### src/common/pcsc_pkg.sv
/*
  Package for the program counter, stack and status core: register
  offsets, field positions, reset values and operation encodings.
  Assumes a single instruction-cycle phase divider of four.
*/
`default_nettype none
package pcsc_pkg;
  // Register file offsets
  localparam logic [6:0] STATUS_ADDR   = 7'h03;
  localparam logic [6:0] PCLOW_ADDR    = 7'h02;
  // Status field positions
  localparam int ST_PAGE_HI   = 6;
  localparam int ST_PAGE_LO   = 5;
  localparam int ST_RSV       = 7;
  localparam int ST_WDX       = 4;
  localparam int ST_LPF       = 3;
  localparam int ST_Z         = 2;
  localparam int ST_HC        = 1;
  localparam int ST_C         = 0;
  // Timer configuration fields
  localparam int CFG_SRC      = 5;
  localparam int CFG_EDGE     = 4;
  localparam int CFG_ASSIGN   = 3;
  localparam int CFG_RATE_HI  = 2;
  // Reset values
  localparam logic [5:0] CFG_RESET    = 6'h3F;
  localparam logic [2:0] ST_TOP_RESET = 3'h0;
  localparam logic [1:0] ST_RST_FLAGS = 2'h3;
  // Phases per instruction cycle
  localparam int          PHASES      = 4;
  localparam logic [1:0]  PH_READ     = 2'h1;
  localparam logic [1:0]  PH_WRITE    = 2'h3;
  // Flow-control operations
  typedef enum logic [2:0] {
    PCSC_SEQ   = 3'h0,
    PCSC_JUMP  = 3'h1,
    PCSC_CALL  = 3'h2,
    PCSC_RET   = 3'h3,
    PCSC_PCWR  = 3'h4
  } pcsc_flow_t;
  // ALU flag operation classes
  typedef enum logic [2:0] {
    PCSC_ANONE = 3'h0,
    PCSC_AADD  = 3'h1,
    PCSC_ASUB  = 3'h2,
    PCSC_ARR   = 3'h3,
    PCSC_ARL   = 3'h4,
    PCSC_ALOG  = 3'h5
  } pcsc_alu_t;
endpackage : pcsc_pkg
`default_nettype wire

### src/common/pcsc_stk_if.sv
/*
  Interface between the core and its return stack.
  Assumes both ends share clock and the cycle strobe.
*/
`default_nettype none
interface pcsc_stk_if #(parameter int PCW = 11);
  logic           push;
  logic           pop;
  logic [PCW-1:0] push_val;
  logic [PCW-1:0] head;
  modport core  (output push, output pop, output push_val, input head);
  modport stack (input push, input pop, input push_val, output head);
endinterface : pcsc_stk_if
`default_nettype wire

### src/rtl/pcsc_phase.sv
/*
  Four-phase instruction-cycle divider producing one-cycle strobes.
  Assumes the oscillator clock is the only clock.
*/
`default_nettype none
module pcsc_phase
(
  // Clock and reset
  input  wire logic       clock_i,
  input  wire logic       rstn_i,
  // Phase outputs
  output logic      [1:0] phase_o,
  output logic            read_o,
  output logic            write_o
);
  logic [1:0] phase_reg;

  ////////////////////////////////////////////////////////////////////
  // Free running phase count
  always_ff @(posedge clock_i or negedge rstn_i)
  begin
    if (!rstn_i)
      phase_reg <= 2'h0;
    else
      phase_reg <= phase_reg + 2'h1;
  end

  assign phase_o = phase_reg;
  // operand read strobe
  assign read_o  = (phase_reg == pcsc_pkg::PH_READ);
  // destination write strobe
  assign write_o = (phase_reg == pcsc_pkg::PH_WRITE);
endmodule : pcsc_phase
`default_nettype wire

### src/rtl/pcsc_stack.sv
/*
  Two-level return-address stack; oldest entry is discarded on push.
  Assumes push and pop are single-cycle and never together.
*/
`default_nettype none
module pcsc_stack #(parameter int PCW = 11)
(
  // Clock and reset
  input  wire logic clock_i,
  input  wire logic rstn_i,
  // Core side
  pcsc_stk_if.stack stk
);
  logic [PCW-1:0] lvl1_reg;
  logic [PCW-1:0] lvl2_reg;

  ////////////////////////////////////////////////////////////////////
  // push shifts down
  // pop copies level two up
  always_ff @(posedge clock_i or negedge rstn_i)
  begin
    if (!rstn_i)
    begin
      lvl1_reg <= '0;
      lvl2_reg <= '0;
    end
    else if (stk.push)
    begin
      lvl2_reg <= lvl1_reg;
      lvl1_reg <= stk.push_val;
    end
    else if (stk.pop)
      lvl1_reg <= lvl2_reg;
  end

  assign stk.head = lvl1_reg;
endmodule : pcsc_stack
`default_nettype wire

### src/rtl/pcsc_core.sv
/*
  Program counter sequencing, return stack control, status register
  and write-only timer configuration register of a small 8-bit core.
  Assumes the decoder presents one instruction per four-phase cycle,
  holding its request inputs stable for the whole cycle.
*/
`default_nettype none
// Function
// Flag-updating writes to status keep computed zero, half-carry, carry
// Watchdog-expiry and low-power flags ignore all status writes
// Reset clears page preselect bits, selecting page zero
// Page preselect picks one of four 512-word pages
// Expiry flag set on power-up, clear or halt; cleared on timeout
// Low-power flag set on power-up or clear; cleared on halt
// Zero flag reflects a zero operation result
// Half-carry is nibble carry on add, not-borrow on subtract
// Carry is carry, not-borrow, or rotated-out bit
// Six-bit write-only timer config loaded from working register; resets ones
// Source bit picks external count pin or instruction clock
// Edge bit picks falling (one) or rising (zero) edge
// Assign bit gives prescaler to watchdog (one) or timer
// Rate field divides timer by 2^(n+1), watchdog by 2^n
// Program counter increments each cycle unless loaded
// Jump takes low nine bits from word, pages supply upper
// Call or counter-byte write clears bit eight, pages supply upper
// Page overflow by increment leaves page preselect unchanged
// Reset loads program counter with all ones
// Two-level stack; call pushes counter plus one, drops oldest
// Return loads counter from level one, copies two up, loads literal
// Reading counter low byte returns its bits seven to zero
// Operands read in phase two, destinations written phase four
// Reset vector is 1FFh or 7FFh by counter width
module pcsc_core #(parameter int PCW = 11)
(
  // Clock and reset
  input  wire logic            clock_i,
  input  wire logic            rstn_i,
  // Instruction flow request
  input  wire pcsc_pkg::pcsc_flow_t flow_i,
  input  wire logic     [8:0]  jump_target_i,
  input  wire logic     [7:0]  literal_i,
  // Register file access
  input  wire logic     [6:0]  reg_addr_i,
  input  wire logic            reg_wr_i,
  input  wire logic     [7:0]  reg_wdata_i,
  output logic          [7:0]  reg_rdata_o,
  // ALU result and flag inputs
  input  wire pcsc_pkg::pcsc_alu_t alu_op_i,
  input  wire logic     [7:0]  alu_result_i,
  input  wire logic            alu_cout_i,
  input  wire logic            alu_hcout_i,
  input  wire logic     [7:0]  alu_operand_i,
  // Timer config load and events
  input  wire logic            cfg_load_i,
  input  wire logic     [7:0]  work_i,
  input  wire logic            wdt_clear_i,
  input  wire logic            halt_i,
  input  wire logic            wdt_timeout_i,
  // Outputs
  output logic      [PCW-1:0]  pc_o,
  output logic          [7:0]  work_load_o,
  output logic                 work_load_en_o,
  output logic                 timer_source_select_o,
  output logic                 timer_edge_select_o,
  output logic                 prescaler_assign_o,
  output logic          [2:0]  prescaler_rate_o,
  output logic          [7:0]  status_o,
  output logic                 cycle_o
);
  ////////////////////////////////////////////////////////////////////
  // Declarations
  logic [1:0]     phase;
  logic           ph_read;
  logic           ph_write;
  logic [PCW-1:0] pc_reg;
  logic [PCW-1:0] pc_next;
  logic [7:0]     status_reg;
  logic [7:0]     status_next;
  logic [5:0]     cfg_reg;
  logic [7:0]     rdata_reg;
  logic [7:0]     wload_reg;
  logic           wload_en_reg;
  logic           cycle_reg;
  logic [PCW-1:0] page_base;
  logic [PCW-1:0] jump_pc;
  logic [PCW-1:0] wr_pc;
  logic           hit_status;
  logic           hit_pclow;
  logic           flags_by_alu;
  logic           zero_flag;
  logic           hc_flag;
  logic           c_flag;
  logic [7:0]     rd_mux;

  pcsc_stk_if #(.PCW(PCW)) stk ();

  ////////////////////////////////////////////////////////////////////
  // Submodules
  pcsc_phase u_phase
  (
    .clock_i (clock_i),
    .rstn_i  (rstn_i),
    .phase_o (phase),
    .read_o  (ph_read),
    .write_o (ph_write)
  );

  pcsc_stack #(.PCW(PCW)) u_stack
  (
    .clock_i (clock_i),
    .rstn_i  (rstn_i),
    .stk     (stk)
  );

  ////////////////////////////////////////////////////////////////////
  // Address decode
  assign hit_status = reg_wr_i && (reg_addr_i == pcsc_pkg::STATUS_ADDR);
  assign hit_pclow  = reg_wr_i && (reg_addr_i == pcsc_pkg::PCLOW_ADDR);

  // page base from preselect bits
  // Small parts ignore the page bits: only nine counter bits exist
  generate
    if (PCW > 9)
    begin : g_paged
      assign page_base = {status_reg[pcsc_pkg::ST_PAGE_HI:
                                     pcsc_pkg::ST_PAGE_LO],
                          {(PCW-2){1'b0}}};
    end
    else
    begin : g_flat
      assign page_base = '0;
    end
  endgenerate

  // jump target: nine bits plus page
  assign jump_pc = page_base | PCW'(jump_target_i);
  // computed target: bit eight forced low
  assign wr_pc   = page_base | PCW'(hit_pclow ? reg_wdata_i
                                              : jump_target_i[7:0]);

  ////////////////////////////////////////////////////////////////////
  // Flag computation from the ALU
  // zero result detect
  assign zero_flag = (alu_result_i == 8'h00);
  // nibble carry or not-borrow
  assign hc_flag   = alu_hcout_i;
  // carry, not-borrow or shifted bit
  assign c_flag    = (alu_op_i == pcsc_pkg::PCSC_ARR) ? alu_operand_i[0] :
                     (alu_op_i == pcsc_pkg::PCSC_ARL) ? alu_operand_i[7] :
                     alu_cout_i;
  assign flags_by_alu = (alu_op_i != pcsc_pkg::PCSC_ANONE);

  ////////////////////////////////////////////////////////////////////
  // Program counter next value
  always_comb
  begin
    pc_next = pc_reg;
    if (ph_write)
    begin
      case (flow_i)
        // plain increment
        // overflow leaves page bits alone
        pcsc_pkg::PCSC_SEQ:  pc_next = pc_reg + PCW'(1);
        pcsc_pkg::PCSC_JUMP: pc_next = jump_pc;
        // call target
        pcsc_pkg::PCSC_CALL: pc_next = wr_pc;
        // return from stack head
        pcsc_pkg::PCSC_RET:  pc_next = stk.head;
        pcsc_pkg::PCSC_PCWR: pc_next = wr_pc;
        default:             pc_next = pc_reg + PCW'(1);
      endcase
      if (hit_pclow)
        pc_next = wr_pc;
    end
  end

  // push incremented counter on call
  assign stk.push     = ph_write && (flow_i == pcsc_pkg::PCSC_CALL);
  assign stk.push_val = pc_reg + PCW'(1);
  // pop on return
  assign stk.pop      = ph_write && (flow_i == pcsc_pkg::PCSC_RET);

  ////////////////////////////////////////////////////////////////////
  // Status next value
  always_comb
  begin
    status_next = status_reg;
    if (ph_write)
    begin
      // Top three bits are plain storage
      if (hit_status)
        status_next[7:5] = reg_wdata_i[7:5];
      // ALU flags override the written value
      if (flags_by_alu)
      begin
        if (alu_op_i != pcsc_pkg::PCSC_ARR &&
            alu_op_i != pcsc_pkg::PCSC_ARL)
          status_next[pcsc_pkg::ST_Z] = zero_flag;
        if (alu_op_i == pcsc_pkg::PCSC_AADD ||
            alu_op_i == pcsc_pkg::PCSC_ASUB)
          status_next[pcsc_pkg::ST_HC] = hc_flag;
        if (alu_op_i != pcsc_pkg::PCSC_ALOG)
          status_next[pcsc_pkg::ST_C] = c_flag;
      end
      else if (hit_status)
        status_next[2:0] = reg_wdata_i[2:0];
      // expiry and low-power never written
      // expiry flag events
      if (wdt_clear_i || halt_i)
        status_next[pcsc_pkg::ST_WDX] = 1'b1;
      else if (wdt_timeout_i)
        status_next[pcsc_pkg::ST_WDX] = 1'b0;
      // low-power flag events
      if (halt_i)
        status_next[pcsc_pkg::ST_LPF] = 1'b0;
      else if (wdt_clear_i)
        status_next[pcsc_pkg::ST_LPF] = 1'b1;
    end
    else if (wdt_timeout_i)
      status_next[pcsc_pkg::ST_WDX] = 1'b0; // Timeout never lost
  end

  // low byte readback, R23 sampled in phase two
  assign rd_mux = (reg_addr_i == pcsc_pkg::PCLOW_ADDR) ? pc_reg[7:0] :
                  (reg_addr_i == pcsc_pkg::STATUS_ADDR) ? status_reg :
                  8'h00;

  ////////////////////////////////////////////////////////////////////
  // Counter and status registers
  // reset vector all ones
  // R24 1FFh or 7FFh by width
  // page bits cleared at reset
  always_ff @(posedge clock_i or negedge rstn_i)
  begin
    if (!rstn_i)
    begin
      pc_reg     <= '1;
      status_reg <= {pcsc_pkg::ST_TOP_RESET, pcsc_pkg::ST_RST_FLAGS, 3'h0};
    end
    else
    begin
      pc_reg     <= pc_next;
      status_reg <= status_next;
    end
  end

  ////////////////////////////////////////////////////////////////////
  // write-only timer config
  always_ff @(posedge clock_i or negedge rstn_i)
  begin
    if (!rstn_i)
      cfg_reg <= pcsc_pkg::CFG_RESET;
    else if (ph_write && cfg_load_i)
      cfg_reg <= work_i[5:0];
  end

  ////////////////////////////////////////////////////////////////////
  // Registered outputs
  always_ff @(posedge clock_i or negedge rstn_i)
  begin
    if (!rstn_i)
    begin
      rdata_reg    <= 8'h00;
      wload_reg    <= 8'h00;
      wload_en_reg <= 1'b0;
      cycle_reg    <= 1'b0;
    end
    else
    begin
      if (ph_read)
        rdata_reg <= rd_mux;
      wload_reg    <= literal_i;
      wload_en_reg <= stk.pop;
      cycle_reg    <= ph_write;
    end
  end

  assign reg_rdata_o           = rdata_reg;
  assign pc_o                  = pc_reg;
  assign status_o              = status_reg;
  // literal to working register
  assign work_load_o           = wload_reg;
  assign work_load_en_o        = wload_en_reg;
  // source select
  assign timer_source_select_o = cfg_reg[pcsc_pkg::CFG_SRC];
  // edge select
  assign timer_edge_select_o   = cfg_reg[pcsc_pkg::CFG_EDGE];
  // prescaler assignment
  assign prescaler_assign_o    = cfg_reg[pcsc_pkg::CFG_ASSIGN];
  // rate field to prescaler
  assign prescaler_rate_o      = cfg_reg[pcsc_pkg::CFG_RATE_HI:0];
  assign cycle_o               = cycle_reg;
endmodule : pcsc_core
`default_nettype wire

### config.mk
export PLATFORM = sky130hd
export DESIGN_NAME = pcsc_core
export DESIGN_NICKNAME = d
export VERILOG_FILES = /design/src/common/pcsc_pkg.sv /design/src/common/pcsc_stk_if.sv /design/src/rtl/pcsc_phase.sv /design/src/rtl/pcsc_stack.sv /design/src/rtl/pcsc_core.sv
export SDC_FILE = /design/constraint.sdc
export NUM_CORES = 1
export LEC_CHECK = 0
export BUFFER_PORTS_ARGS = -buffer_cell sky130_fd_sc_hd__buf_2
export CORE_MARGIN = 2
export CORE_UTILIZATION = 45
export CTS_BUF_LIST = sky130_fd_sc_hd__clkbuf_4 sky130_fd_sc_hd__clkbuf_8 sky130_fd_sc_hd__clkbuf_16
export CTS_CLUSTER_SIZE = 30
export DETAILED_ROUTE_END_ITERATION = 8
export PLACE_DENSITY = 0.72
export SKIP_CTS_REPAIR_TIMING = 1
export SYNTH_ARGS = -nofsm -noshare
export SYNTH_HDL_FRONTEND = slang
export SYNTH_SLANG_ARGS = --single-unit
### constraint.sdc
create_clock -name clock_i -period 2.04 [get_ports clock_i]
set_input_delay 0 -clock clock_i [delete_from_list [all_inputs] [get_ports clock_i]]
set_output_delay 0 -clock clock_i [all_outputs]
set_load 0.02 [all_outputs]
**After elaboration in Yosys (flattened, before gate mapping)**

Cells that the tools add are included.

- Word-level logic and storage cells: 75
- Output and inout port bits: 43
- Bits in registers: 67
- Bits of input ports: 71

- Bitwise logic cells: 2
- Add/sub/neg operators: 2
- Muxes and demuxes: 19
- Eq/ne operators: 18
- Reductions and logical operators: 19

Operators with widths:

| cell | number |
|---|---|
| $mux 11 | 3 |
| $pmux 11 s3 | 1 |
| $mux 8 | 3 |
| $eq 7x2->1 const B | 2 |
| $eq 3x2->1 const B | 4 |
| $add 11x1->11 const B | 1 |
| $or 11x8->11 | 1 |
| $or 11x9->11 | 1 |
| $mux 1 | 10 |
| $reduce_and 3->1 | 3 |
| $logic_not 8->1 | 1 |
| $eq 3x1->1 const B | 2 |
| $eq 3x3->1 const B | 2 |
| $logic_and 1x1->1 | 6 |
| $mux 3 | 2 |
| $ne 2x1->1 const B | 3 |
| $ne 3x3->1 const B | 2 |
| $reduce_bool 2->1 | 3 |
| $reduce_and 2->1 | 2 |
| $ne 3x2->1 const B | 1 |
| $reduce_bool 3->1 | 1 |
| $add 2x1->2 const B | 1 |
| $eq 2x1->1 const B | 1 |
| $eq 2x2->1 const B | 1 |
| other kinds (2) | 3 |

**Longest topological paths before layout**

- Word-level depth: 6
- Gate-level depth with buffers: 7
- Mapped depth without buffers: 6

**Cells and area by module**

From an unflattened synthesis, not the netlist that was laid out.

- Cells, all modules: 367
- Area total of the unflattened synthesis: 3789.9 µm²

By module, submodules not included:

| module | cells each | sequential area each (µm²) | times used | area an instance (µm²) |
|---|---|---|---|---|
| pcsc_core | 289 | 1099.8 | 1 | 2740.1 |
| pcsc_stack | 71 | 550.5 | 1 | 963.4 |
| pcsc_phase | 7 | 50.0 | 1 | 86.3 |

**Worst setup path before layout**

Ideal clock, no wire load.

- Kind: reg2reg
- From: register pc_reg[1] (netlist: pc_o[1])
- To: register pc_reg[4] (netlist: pc_o[4])
- Arrival: 1597 ps
- Setup slack: 354 ps
- Required time: 1951 ps
- Cell stages (with the launch flop): 7
- Clock period less this slack: 1686 ps
- Buffers on the path: 0
- Setup time: 89 ps
- Cells stage by stage: dfstp_2 > ha_1 > nand3_1 > xnor2_1 > a21oi_1 > a211oi_1 > o22ai_1

- Longest elaborated chain between the ends: 3

Ends and longest elaborated chain:

| item | RTL line | RTL |
|---|---|---|
| from (decl) | pcsc_core.sv:75 | `logic [PCW-1:0] pc_reg;` |
| from (signal assigned) | pcsc_core.sv:242 | `pc_reg <= pc_next;` |
| $add 11x1->11 | pcsc_core.sv:163, pcsc_core.sv:170 |  |
| $pmux 11 s3 | pcsc_core.sv:160 | `case (flow_i)` |
| $mux 11 | pcsc_core.sv:172 | `if (hit_pclow)` |

No other way between the ends.
A chain may end at the register's enable or synchronous reset.

**Worst setup path after layout**

- From: register pc_reg[0] (netlist: pc_o[0])
- To: register pc_reg[4] (netlist: pc_o[4])

The elaborated chain is that of the path after synthesis.

==> results_dict.tcl <==
set metrics [dict create \
    overflow 0 \
    dp_hpwl_mm 6.66 \
    final-hold-violation-count 4 \
    fp.dieW_um 93.9 \
    drive_gt1_share_pct 40.8 \
    postPlaceCellArea_mm2 0.00422 \
    syn_avg_cell_area_um2 10.4 \
    antenna_found_initial 0 \
    holdWs_ns -0.0343 \
    grt_pass1_vias 2908 \
    antenna_left 0 \
    peakVddDrop_v 0.000383 \
    p_leak_nw 2.25 \
    fmax_ghz 0.534 \
    pin_count 114 \
    drv_cap 0 \
    synth_mux_area_share_pct 13.3 \
    grtUsageMet2_pct 32.9 \
    timing.final.max_slew_violations 0 \
    yosys.area.top_type "dfrtp_1" \
    synthXorXnorAreaFrac_pct 3.10 \
    synth_seq_cells 67 \
    clkTransAtPathRegs_ns 0.07 \
    rows 32 \
    synthAdderAreaFrac_pct 1.03 \
    design_area_mm2 0.00474 \
    synth_top_area_share_pct 33.0 \
    ys_dominant_reg_cell "dfrtp_1" \
    io_buffers 105 \
    die_h_um 93.9 \
    synth_top_family_by_area "compound AO/OA/AOI/OAI gates" \
    grt.total_usage_pct 21.2 \
    diodes 0 \
    crit_path_end_kind "register" \
    violations "negative hold slack" \
    cp_data_arrival_time_ns 2.14 \
    htree_levels 3 \
    drc_errors 0 \
    synth_compound_area_share_pct 16.9 \
    rsz0062_at_grt "false" \
    finalCriticalPeriod_ns 1.87 \
    routedWlPerCell_um 16.3 \
    start_util_pct 46.8 \
    cts_tree "built" \
    setup_violations 0 \
    grt_start_max_net_pins 37 \
    vias_per_cell 5.47 \
    worstMarginPinSlew_ns 0.503 \
    async_reset_ff_share_pct 100 \
    yosys_warnings 0 \
    finalWirelength_mm 9.54 \
    synth-edff-count 0 \
    grt_use_met1_pct 28.1 \
    synth_nets 422 \
    syn_area_mm2 0.00364 \
    cp-start-kind "register" \
    grt_util_met3_pct 4.65 \
    grt_first_pass_wirelength_mm 14.3 \
    core_region_area_mm2 0.00777 \
    relSlewSlack_pct 66.3 \
    fin_tns_setup_ns 0 \
    clock_latency_ns 0.36 \
    hp-class "primary input to register" \
    dr.first_iter.drc_count 233 \
    clkSinkCount 67 \
    cts-root-buf "clkbuf_8" \
    ys_types 60 \
    vias 3212 \
    multiInputGateArea_mm2 0.00171 \
    synth_cells 348 \
    crit_required_ns 2.31 \
    synth_area_leaders "dfrtp_1, dfstp_2, mux2_2, nand2_1, o21ai_0" \
    period_share_pct 91.8 \
    cp_max_fo 10 \
    die-area_mm2 0.00882 \
    cts_buffer_depth 2 \
    nFillCells 664 \
    power_density_mw_per_mm2 834 \
    critPathKind "register to register" \
    dr.pass1.iters 4 \
    syn2layout_area_growth_pct 30.2 \
    clock_skew_ns 0.0127 \
    numCtsBuffers 9 \
    top_usage_layer "met2" \
    gp_congestion 0.885 \
    status "complete, but fails checks" \
    fin_nets 554 \
    seqCellArea_mm2 0.00170 \
    ys_seq_area_share_pct 46.8 \
    synthSimpleGateAreaFrac_pct 12.7 \
]
==> synth_stat cells, types with 4 or more instances <==
library cell and instances:
nor2_1 15, nand3_1 5, a211oi_1 4, a21oi_1 20
dfrtp_1 48, inv_1 18, mux2i_1 12, a31oi_1 4
o21ai_0 29, buf_2 7, xnor2_1 8, clkbuf_1 6
nand2_1 40, dfstp_2 19, mux2_2 27, mux2_4 4
o22ai_1 16
==> routing by layer <==
layer / up-vias / part of all wire, %
li1: 1517 / -
met1: 1541 / 43
met2: 131 / 48
met3: 23 / 6.4
met4: 0 / 2.6
met5: - / 0
==> power breakdown <==
group | internal, mW | switching, mW
logic | 0.372 | 0.443
clock network | 0.956 | 0.535
registers | 1.51 | 0.133
==> placed cells by master (no fill, tap or decap), drive strengths merged, types with 19 or more instances in the layout <==
cell         instances
inv                 20
dlygate4sd3         25
dfstp               19
o21ai               29
a21oi               21
dfrtp               48
nand2               41
buf                116
mux2                31
==> through the flow <==
step	worst slack, ns	total power, mW	util [%]	hold WS (ns)	std cells
floorplan	0.354	2.16	-	-0.296	348
global placement	0.266	2.41	54.3	-0.168	546
detailed placement	0.212	2.44	54.3	-0.164	546
CTS	0.175	3.92	57.7	-0.552	562
global route	0.0732	4.13	61.0	0.00691	587
finish	0.167	3.95	61.0	-0.0343	587
==> worst max-delay path: stages, from the launching register on <==
cell	delay (ns)
dfstp_2	0.64
ha_1	0.29
nand3_1	0.12
xnor2_1	0.26
a21oi_1	0.11
a211oi_1	0.25
o22ai_1	0.12
==> final timing paths <==
kind / from / endpoint / slack, ns / depth (start not counted)
setup reg to reg: pc_o[0]$_DFFE_PN1P_ / pc_o[4]$_DFFE_PN1P_ / 0.17 / 6
min in group asynchronous: rstn_i / work_load_o[0]$_DFF_PN0_ / -0.02 / 2
hold reg to reg: u_phase.phase_o[0]$_DFF_PN0_ / u_phase.phase_o[0]$_DFF_PN0_ / 0.49 / 1
setup / recovery: pc_o[0]$_DFFE_PN1P_ / pc_o[4]$_DFFE_PN1P_ / 0.17 / 6
hold / removal: reg_wdata_i[3] / pc_o[3]$_DFFE_PN1P_ / -0.03 / 3
max in group asynchronous: rstn_i / pc_o[3]$_DFFE_PN1P_ / 1.34 / 3
==> cell type report <==
class                   instances  area share [%]
repair buffers                141            18.1
flip-flops and latches         67            35.9
clock inverters                 6            2.91
multi-input cells             242            36.1
well taps                     102            2.69
inverters                      19            1.51
clock buffers                  10            2.77
==> cell families (layout without fill, tap and decap cells) <==
family	Yosys count	after routing
and+or+nand+nor	87	87
muxes	43	43
xor gates and xnor gates	12	12
buffers and inverters	39	176
adders and majority gates	3	3
DFF	67	67
AOI/OAI and AO/OA	97	97
Note: power is estimated with default switching activity, not from simulation.
